### config.mk
export PLATFORM = sky130hd
export DESIGN_NAME = ofrs_retry_startup
export DESIGN_NICKNAME = d
export VERILOG_FILES = /design/src/ofrs_retry_startup.v
export VERILOG_INCLUDE_DIRS = /design/src
export SDC_FILE = /design/constraint.sdc
export NUM_CORES = 1
export LEC_CHECK = 0
export BUFFER_PORTS_ARGS = -buffer_cell sky130_fd_sc_hd__buf_2
export CORE_ASPECT_RATIO = 0.8
export CORE_UTILIZATION = 40
export CTS_CLUSTER_SIZE = 25
export DETAILED_ROUTE_END_ITERATION = 16
export GPL_TIMING_DRIVEN = 1
export SETUP_SLACK_MARGIN = 0.15
export SLEW_MARGIN = 20
export SYNTH_ARGS = -nofsm -noshare
export SYNTH_HDL_FRONTEND = slang
export SYNTH_SLANG_ARGS = --single-unit
### constraint.sdc
create_clock -name i_clk -period 6.1 [get_ports i_clk]
set_clock_uncertainty 0.15 [all_clocks]
set_input_delay 1.22 -clock i_clk [delete_from_list [all_inputs] [get_ports i_clk]]
set_output_delay 1.22 -clock i_clk [all_outputs]
set_load 0.01 [all_outputs]
### src/ofrs_consts.vh
`ifndef OFRS_CONSTS_VH
`define OFRS_CONSTS_VH

// command codes, used as register offsets
`define OFRS_ADDR_OPERATION 8'h01
`define OFRS_ADDR_CLEAR     8'h03
`define OFRS_ADDR_STATUS    8'h79
`define OFRS_ADDR_PG_ON     8'h5e
`define OFRS_ADDR_PG_OFF    8'h5f
`define OFRS_ADDR_TON_DLY   8'h60
`define OFRS_ADDR_TURN_ON_RAMP_TIME  8'h61
`define OFRS_ADDR_TON_MAX   8'h62
`define OFRS_ADDR_TMO_RESP  8'h63
`define OFRS_ADDR_DLY_UNIT  8'hd2

// operation register field
`define OFRS_OP_ON_BIT      7

// fault response byte fields
`define OFRS_RESP_MSB       7
`define OFRS_RESP_LSB       6
`define OFRS_RETRY_MSB      5
`define OFRS_RETRY_LSB      3
`define OFRS_DLY_MSB        2
`define OFRS_DLY_LSB        0

// response and retry codes
`define OFRS_RESP_IGNORE    2'h0
`define OFRS_RESP_OPERATE   2'h1
`define OFRS_RESP_LATCH     2'h3
`define OFRS_RETRY_NONE     3'h0
`define OFRS_RETRY_FOREVER  3'h7

// status register fields
`define OFRS_ST_FLT_BIT     0
`define OFRS_ST_PG_BIT      1
`define OFRS_ST_LATCH_BIT   2
`define OFRS_ST_CNT_LSB     4

// linear format fields
`define OFRS_LIN_EXP_MSB    15
`define OFRS_LIN_EXP_LSB    11
`define OFRS_LIN_MAN_MSB    10

// reset values
`define OFRS_RST_OPERATION  8'h80
`define OFRS_RST_PG_ON      16'h0000
`define OFRS_RST_PG_OFF     16'h0000
`define OFRS_RST_TON_DLY    16'h0000
`define OFRS_RST_TURN_ON_RAMP_TIME   16'h0000
`define OFRS_RST_TON_MAX    16'h0000
`define OFRS_RST_TMO_RESP   8'h80
`define OFRS_RST_DLY_UNIT   16'h0001

// timing: one millisecond and the clock period, in ns
`define OFRS_MS_NS          1000000
`define OFRS_CLK_NS         8

`endif

### src/ofrs_retry_startup.v
// Summary of operation
// - retry codes 011..110 give three to six restart attempts
// - attempts used up: output stays off until the fault is cleared
// - retry code 111 retries forever until off command or other stop
// - delay field n selects 2 to the power n delay units
// - delay interval times operate-then-respond and restart spacing
// - delay unit length comes from its own register
// - power good asserts when output reaches the assert level
// - below negate level: status bit set, pin negated if enabled
// - after enable wait turn-on delay before the ramp starts
// - after the delay ramp the output over the ramp time
// - startup timeout fault if undervoltage limit not reached in time
// - timeout limit zero means no limit
// - retry codes 000, 001, 010 give zero, one, two attempts
// - response field: ignore, operate then retry, disable, latch off
// - fault cleared by bit clear, clear command, off then on, power
`timescale 1ns/1ns
`default_nettype none
`include "ofrs_consts.vh"

module ofrs_retry_startup #(
  parameter [23:0] P_MS_CYCLES = `OFRS_MS_NS / `OFRS_CLK_NS
) (
  input  wire        i_clk,
  input  wire        i_nrst,
  input  wire        i_ce,
  input  wire        i_wr_en,
  input  wire        i_rd_en,
  input  wire [7:0]  i_addr,
  input  wire [15:0] i_wdata,
  input  wire        i_ctrl_on,
  input  wire        i_pg_pin_en,
  input  wire [15:0] i_vout,
  input  wire [15:0] i_uv_limit,
  input  wire        i_fault_det,
  output reg  [15:0] o_rdata,
  output reg         o_out_en,
  output reg         o_ramp,
  output reg         o_output_good_pin,
  output reg         o_fault_off
);

  localparam [2:0] ST_OFF   = 3'h0;
  localparam [2:0] ST_DLY   = 3'h1;
  localparam [2:0] ST_RISE  = 3'h2;
  localparam [2:0] ST_ON    = 3'h3;
  localparam [2:0] ST_FOP   = 3'h4;
  localparam [2:0] ST_WAIT  = 3'h5;
  localparam [2:0] ST_LATCH = 3'h6;

  // linear value to whole ms, negative and overflow handled
  function [23:0] lin_ms;
    input [15:0] v;
    reg   [4:0]  e;
    reg   [41:0] w;
    begin
      e = v[`OFRS_LIN_EXP_MSB:`OFRS_LIN_EXP_LSB];
      w = {31'h0, v[`OFRS_LIN_MAN_MSB:0]};
      if (v[`OFRS_LIN_MAN_MSB]) begin
        w = 42'h0;
      end else if (e[4]) begin
        w = w >> (~e + 5'h1);
      end else begin
        w = w << e;
      end
      lin_ms = (|w[41:24]) ? 24'hffffff : w[23:0];
    end
  endfunction

  // delay field as exponent times the unit length
  function [23:0] dly_ms;
    input [2:0]  code;
    input [15:0] unit;
    begin
      dly_ms = {8'h0, unit} << code;
    end
  endfunction

  reg        rst_meta;
  reg        rst_n;
  reg        ctrl_meta;
  reg        ctrl_s;
  reg [7:0]  op_reg;
  reg [15:0] pg_on;
  reg [15:0] pg_off;
  reg [15:0] ton_dly;
  reg [15:0] turn_on_ramp_time;
  reg [15:0] ton_max;
  reg [7:0]  tmo_resp;
  reg [15:0] dly_unit;
  reg [2:0]  state;
  reg [23:0] tmr;
  reg [23:0] pre;
  reg [23:0] tmax_cnt;
  reg [2:0]  cnt;
  reg        flt;
  reg        pg_good;
  reg [2:0]  next_state;
  reg [23:0] next_tmr;
  reg [2:0]  next_cnt;
  reg        next_pg;
  reg        do_retry;
  reg [15:0] rd_val;

  // reset release through two flops
  always @(posedge i_clk or negedge i_nrst) begin
    if (!i_nrst) begin
      rst_meta <= 1'b0;
      rst_n    <= 1'b0;
    end else begin
      rst_meta <= 1'b1;
      rst_n    <= rst_meta;
    end
  end

  wire       wr_clear = i_wr_en && (i_addr == `OFRS_ADDR_CLEAR);
  wire       wr_stat  = i_wr_en && (i_addr == `OFRS_ADDR_STATUS);
  wire       clr      = wr_clear || (wr_stat && i_wdata[`OFRS_ST_FLT_BIT]);
  wire       on_cmd   = ctrl_s && op_reg[`OFRS_OP_ON_BIT];
  wire [1:0] rsp      = tmo_resp[`OFRS_RESP_MSB:`OFRS_RESP_LSB];
  wire [2:0] retries  = tmo_resp[`OFRS_RETRY_MSB:`OFRS_RETRY_LSB];
  wire [2:0] dcode    = tmo_resp[`OFRS_DLY_MSB:`OFRS_DLY_LSB];
  wire       tick     = (pre == P_MS_CYCLES - 24'h1);
  wire       starting = (state == ST_DLY) || (state == ST_RISE);
  wire       running  = starting || (state == ST_ON);
  wire [23:0] tmax_lim = lin_ms(ton_max);
  wire       below_uv = (i_vout < i_uv_limit);
  // timeout only with a nonzero limit
  wire       tmo = starting && (tmax_lim != 24'h0) &&
                   (tmax_cnt >= tmax_lim) && below_uv;
  wire       flt_event = running && (tmo || i_fault_det) &&
                         (rsp != `OFRS_RESP_IGNORE);
  // no attempts left, or latch-off response
  wire       give_up = (rsp == `OFRS_RESP_LATCH) ||
                       (retries == `OFRS_RETRY_NONE) ||
                       ((retries != `OFRS_RETRY_FOREVER) &&
                        (cnt >= retries));

  // sequencer next state
  always @* begin
    next_state = state;
    next_tmr   = (tick && (tmr != 24'h0)) ? tmr - 24'h1 : tmr;
    next_cnt   = cnt;
    do_retry   = 1'b0;
    case (state)
      ST_OFF: begin
        if (on_cmd) begin
          next_state = ST_DLY;
          next_tmr   = lin_ms(ton_dly);
        end
      end
      ST_DLY: begin
        if (tmr == 24'h0) begin
          next_state = ST_RISE;
          next_tmr   = lin_ms(turn_on_ramp_time);
        end
      end
      ST_RISE: begin
        if ((tmr == 24'h0) && !below_uv) begin
          next_state = ST_ON;
          next_cnt   = 3'h0;
        end
      end
      ST_ON: next_state = ST_ON; // faults handled below
      ST_FOP: begin
        if (tmr == 24'h0) begin
          if (i_fault_det || below_uv) begin
            do_retry = 1'b1;
          end else begin
            next_state = ST_ON;
          end
        end
      end
      ST_WAIT: begin
        if (tmr == 24'h0) begin
          next_state = ST_DLY;
          next_tmr   = lin_ms(ton_dly);
        end
      end
      ST_LATCH: begin
        if (clr) begin
          next_state = ST_OFF;
        end
      end
      default: begin
        next_state = ST_OFF;
      end
    endcase
    // fault response overrides sequencing
    if (flt_event) begin
      if (rsp == `OFRS_RESP_OPERATE) begin
        next_state = ST_FOP;
        next_tmr   = dly_ms(dcode, dly_unit);
      end else begin
        do_retry = 1'b1;
      end
    end
    if (do_retry) begin
      if (give_up) begin
        next_state = ST_LATCH;
      end else begin
        next_state = ST_WAIT;
        next_cnt   = cnt + 3'h1;
        next_tmr   = dly_ms(dcode, dly_unit);
      end
    end
    // off command stops everything, incl. endless retry
    if (!on_cmd) begin
      next_state = ST_OFF;
      next_cnt   = 3'h0;
    end
    if (clr) begin
      next_cnt = 3'h0;
    end
  end

  // power good hysteresis on the two levels
  always @* begin
    next_pg = pg_good;
    if ((next_state != ST_RISE) && (next_state != ST_ON) &&
        (next_state != ST_FOP)) begin
      next_pg = 1'b0;
    end else if (i_vout >= pg_on) begin
      next_pg = 1'b1;
    end else if (i_vout < pg_off) begin
      next_pg = 1'b0;
    end
  end

  // register read decode
  always @* begin
    rd_val = 16'h0;
    if (i_addr == `OFRS_ADDR_OPERATION) begin
      rd_val = {8'h0, op_reg};
    end else if (i_addr == `OFRS_ADDR_PG_ON) begin
      rd_val = pg_on;
    end else if (i_addr == `OFRS_ADDR_PG_OFF) begin
      rd_val = pg_off;
    end else if (i_addr == `OFRS_ADDR_TON_DLY) begin
      rd_val = ton_dly;
    end else if (i_addr == `OFRS_ADDR_TURN_ON_RAMP_TIME) begin
      rd_val = turn_on_ramp_time;
    end else if (i_addr == `OFRS_ADDR_TON_MAX) begin
      rd_val = ton_max;
    end else if (i_addr == `OFRS_ADDR_TMO_RESP) begin
      rd_val = {8'h0, tmo_resp};
    end else if (i_addr == `OFRS_ADDR_DLY_UNIT) begin
      rd_val = dly_unit;
    end else if (i_addr == `OFRS_ADDR_STATUS) begin
      rd_val = 16'h0;
      rd_val[`OFRS_ST_FLT_BIT]   = flt;
      rd_val[`OFRS_ST_PG_BIT]    = ~pg_good;
      rd_val[`OFRS_ST_LATCH_BIT] = (state == ST_LATCH);
      rd_val[`OFRS_ST_CNT_LSB+2:`OFRS_ST_CNT_LSB] = cnt;
    end
  end

  // config registers
  always @(posedge i_clk or negedge rst_n) begin
    if (!rst_n) begin
      op_reg   <= `OFRS_RST_OPERATION;
      pg_on    <= `OFRS_RST_PG_ON;
      pg_off   <= `OFRS_RST_PG_OFF;
      ton_dly  <= `OFRS_RST_TON_DLY;
      turn_on_ramp_time <= `OFRS_RST_TURN_ON_RAMP_TIME;
      ton_max  <= `OFRS_RST_TON_MAX;
      tmo_resp <= `OFRS_RST_TMO_RESP;
      dly_unit <= `OFRS_RST_DLY_UNIT;
      o_rdata  <= 16'h0;
    end else if (i_ce) begin
      if (i_rd_en) begin
        o_rdata <= rd_val;
      end
      if (i_wr_en) begin
        if (i_addr == `OFRS_ADDR_OPERATION) begin
          op_reg <= i_wdata[7:0];
        end else if (i_addr == `OFRS_ADDR_PG_ON) begin
          pg_on <= i_wdata;
        end else if (i_addr == `OFRS_ADDR_PG_OFF) begin
          pg_off <= i_wdata;
        end else if (i_addr == `OFRS_ADDR_TON_DLY) begin
          ton_dly <= i_wdata;
        end else if (i_addr == `OFRS_ADDR_TURN_ON_RAMP_TIME) begin
          turn_on_ramp_time <= i_wdata;
        end else if (i_addr == `OFRS_ADDR_TON_MAX) begin
          ton_max <= i_wdata;
        end else if (i_addr == `OFRS_ADDR_TMO_RESP) begin
          tmo_resp <= i_wdata[7:0];
        end else if (i_addr == `OFRS_ADDR_DLY_UNIT) begin
          dly_unit <= i_wdata;
        end
      end
    end
  end

  // sequencer, timers and outputs
  always @(posedge i_clk or negedge rst_n) begin
    if (!rst_n) begin
      ctrl_meta         <= 1'b0;
      ctrl_s            <= 1'b0;
      state             <= ST_OFF;
      tmr               <= 24'h0;
      pre               <= 24'h0;
      tmax_cnt          <= 24'h0;
      cnt               <= 3'h0;
      flt               <= 1'b0;
      pg_good           <= 1'b0;
      o_out_en          <= 1'b0;
      o_ramp            <= 1'b0;
      o_output_good_pin <= 1'b0;
      o_fault_off       <= 1'b0;
    end else if (i_ce) begin
      ctrl_meta <= i_ctrl_on;
      ctrl_s    <= ctrl_meta;
      state     <= next_state;
      tmr       <= next_tmr;
      cnt       <= next_cnt;
      pg_good   <= next_pg;
      // ms prescaler restarts with every new interval
      if (tick || (next_state != state)) begin
        pre <= 24'h0;
      end else begin
        pre <= pre + 24'h1;
      end
      // time since enable, for the turn-on limit
      if (!starting) begin
        tmax_cnt <= 24'h0;
      end else if (tick && (tmax_cnt != 24'hffffff)) begin
        tmax_cnt <= tmax_cnt + 24'h1;
      end
      // sticky fault, set wins over clear
      if (flt_event) begin
        flt <= 1'b1;
      end else if (clr || !on_cmd) begin
        flt <= 1'b0;
      end
      o_out_en <= (next_state == ST_RISE) || (next_state == ST_ON) ||
                  (next_state == ST_FOP);
      o_ramp   <= (next_state == ST_RISE);
      o_output_good_pin <= next_pg && i_pg_pin_en;
      o_fault_off <= (next_state == ST_LATCH);
    end
  end

endmodule
`default_nettype wire

==> metrics <==
outcome complete, no violations; Regs by FF count pre (24), tmax_cnt (24), tmr (24); Clock transition at path regs around 0.060 ns; critical path startpoint ton_max[11]; Syn Std Cell Area 0.0178 mm2; Net Sw Frac about 30%; WP data arrival 5.81 ns; DIE AREA 0.0455 mm2; Ant. Diodes 0; most frequent cells in the layout dfrtp_1, nand2_1, nor2_1; port bufs 83; busiest layer in global routing met1; setup TNS 0 ns; GRT met3 Usage 4.95%; Synth area leaders dfrtp_1, mux2_2, ha_1, o21ai_0, mux2i_1; Cells on Worst Hold Path 0; Distinct cells, synth just over 100; Worst setup SP type flip-flop; hold wc startpoint rst_meta; gr usage total about 28%; Synth warnings 0; Comb pwr share approximately 16%; wire per inst 23.8 um; met2 GRT Util 40.1%; Nets 2221; Reg power frac between 40% and 50%; core box area between 0.04 and 0.05 mm2; ys async rst share 100%; worst IR drop on VDD ~160 uV; via total after detailed routing ~17k; RSZ-0062 raised after global routing false; P_int 2770 uW; static leakage 0.00829 uW; chip height ~190 um; final hold viol count 0; most common cell after layout, fill and taps aside dfrtp_1; vias in the first global route between 15k and 20k; Std-Cell Rows between 60 and 70; actual slew at the worst max-slew pin approximately 1.1 ns; CTS max path bufs 3; total of max-cap violations 0; Synth area leader dfrtp_1; wirelength, routed 64000 um; Final Max Slew Viols 0; initial detailed-routing violation count 1962; Synth top area share 29.9%; Pwr per Cell Area ~200 mW/mm2; drt pass-1 iters 8; FF+latch count, synth around 220; CP Class reg2reg; met1 usage in global routing roughly 43%; final setup fails 0; cts bufs inserted 26; CTS tree done; Seq/Total Area, Yosys 30.3%; post-route ant nets 0; Clk Latency, worst-skew pair 0.59 ns; number of flops mapped to enable cells by yosys 0; reg2reg start ton_max[11]; final hold slack between 0.2 and 0.25 ns; Crit. End Element flip-flop; GPL Wtd Cong between 1 and 1.5; Synthesized Nets around 2.2k; Final min period 5.50 ns; post-detail-place hpwl between 40000 and 50000 um; Tcrit/Tclk final roughly nine tenths; most common flop cell mapped by yosys dfrtp_1; worst hold path class reg2reg; share of cells above drive strength 1 18.5%; vias per inst about 6.3; synth-to-layout area growth 10.6%; DR DRC count 0; clock power share a little over two fifths; CTS HTree Levels 1; largest net degree at the start of global routing 67; starting density of the core between 40% and 50%; highest clock rate about 0.18 GHz; CP max FO 19; worst reg-to-reg path cell count 21; initial antenna violation count 0; Mean Syn Cell Area between 8 and 9 um2; clk root buf clkbuf_16; chip width around 240 um; TritonCTS Sinks between 200 and 250; Syn Inst Count slightly above 2k; # IOs 84; CP Data Required Time approximately 6.4 ns; CTS Hold Bufs 0; first-pass GRT wire length 98500 um; max_slew headroom 27.5%; Remaining Overflow, GRT 0; Psw 1240 uW
[stage by stage]
stage | cells | area [um2] | power (uW) | utilization (%) | setup WS, ns
detailed placement | 2642 | 18800 | 2300 | 43.1 | 0.382
global route | 2691 | 19700 | 4160 | 45.3 | 0.157
finish | 2691 | 19700 | 4010 | 45.3 | 0.595
CTS | 2690 | 19700 | 4010 | 45.2 | 0.362
global placement | 2642 | 18800 | 2290 | 43.1 | 0.485
floorplan | 2060 | 17800 | 2060 | - | 0.519
[critical path, cell delays in order (launching register included)]
cell      delay, ns
dfrtp_2        0.47
inv_1          0.12
ha_1           0.35
mux4_2         0.32
or3b_1         0.36
a21oi_1        0.13
nor4_1         0.07
a31oi_1        0.32
o21ai_0        0.15
ha_1           0.29
nand2b_1       0.09
a21o_1         0.11
a31oi_1        0.09
o211ai_1       0.33
a31oi_2        0.22
nor2_1         0.43
nand3_1        0.29
a2111o_1       0.50
o211a_4        0.18
a21oi_4        0.15
buf_12         0.18
nor2_1         0.06
[worst paths after layout]
| check | slack, ns | end |
|---|---|---|
| min in group asynchronous | 0.26 | rst_n |
| max reg2reg | 0.60 | pre[5] |
| max | 0.60 | pre[5] |
| min | 0.20 | rst_n |
| max in group asynchronous | 4.09 | ton_max[11] |
| min reg2reg | 0.20 | rst_n |
[synthesized netlist by cell type (7+ instances only)]
master,instances
o21a_1,8
nor2_1,161
nand4_1,12
nor4_1,25
a21oi_1,132
o2111ai_1,7
nor2b_1,27
a22oi_1,32
nor3_1,46
xor2_1,27
o311ai_0,7
nand3_1,59
and2_1,23
a221oi_1,13
inv_1,86
or2_2,13
or3_1,18
mux2i_1,75
o22ai_1,17
nand2_1,198
clkbuf_1,101
ha_1,81
o21ai_0,159
nand2b_1,22
o31ai_1,15
a211oi_1,27
and3_1,16
o211ai_1,19
a31oi_1,15
buf_1,9
mux2_2,150
dfrtp_1,213
buf_2,12
or4_1,8
a21o_1,27
xnor2_1,29
mux4_2,24
o221ai_1,12
[power groups by stage]
stage,Sequential (uW),Clock (uW),Combinational [uW]
global route,1650,1790,718
CTS,1630,1740,642
detailed placement,1660,0,640
floorplan,1610,0,449
global placement,1650,0,630
finish,1640,1720,656
[cell families after synthesis]
group / Yosys count / synth area share, %
AOI/OAI and AO/OA: 565 / 20.7
other: 1 / 0.0210
adders and majority gates: 81 / 5.68
and+or+nand+nor: 667 / 18.4
DFF: 216 / 30.3
muxes: 253 / 17.2
xor gates and xnor gates: 56 / 2.75
buffers and inverters: 221 / 5.03
[layer usage]
| layer | share of wire, % | routed length (um) | vias to the layer above |
|---|---|---|---|
| met5 | 0 | 0 | - |
| met1 | 47 | 30400 | 8287 |
| met3 | 8.9 | 5720 | 96 |
| met2 | 41 | 26300 | 813 |
| met4 | 2.5 | 1620 | 0 |
| li1 | - | - | 7626 |
[final cells by class]
| type | count | area, um2 |
|---|---|---|
| Sequential cell | 216 | 5420 |
| Tap cell | 595 | 744 |
| Timing Repair Buffer | 119 | 714 |
| Clock inverter | 13 | 176 |
| Clock buffer | 35 | 764 |
| Inverter | 90 | 338 |
| Multi-Input combinational cell | 1623 | 11600 |
| Fill cell | 4344 | 23800 |
[timing repair]
action                                 4_1_cts  5_1_grt
endpoints found under the hold margin        0        0
setup endpoints to repair                    0       41
buffers inserted                             0        1
gates resized for setup                      0        5
Note: power is estimated with default switching activity, not from simulation.
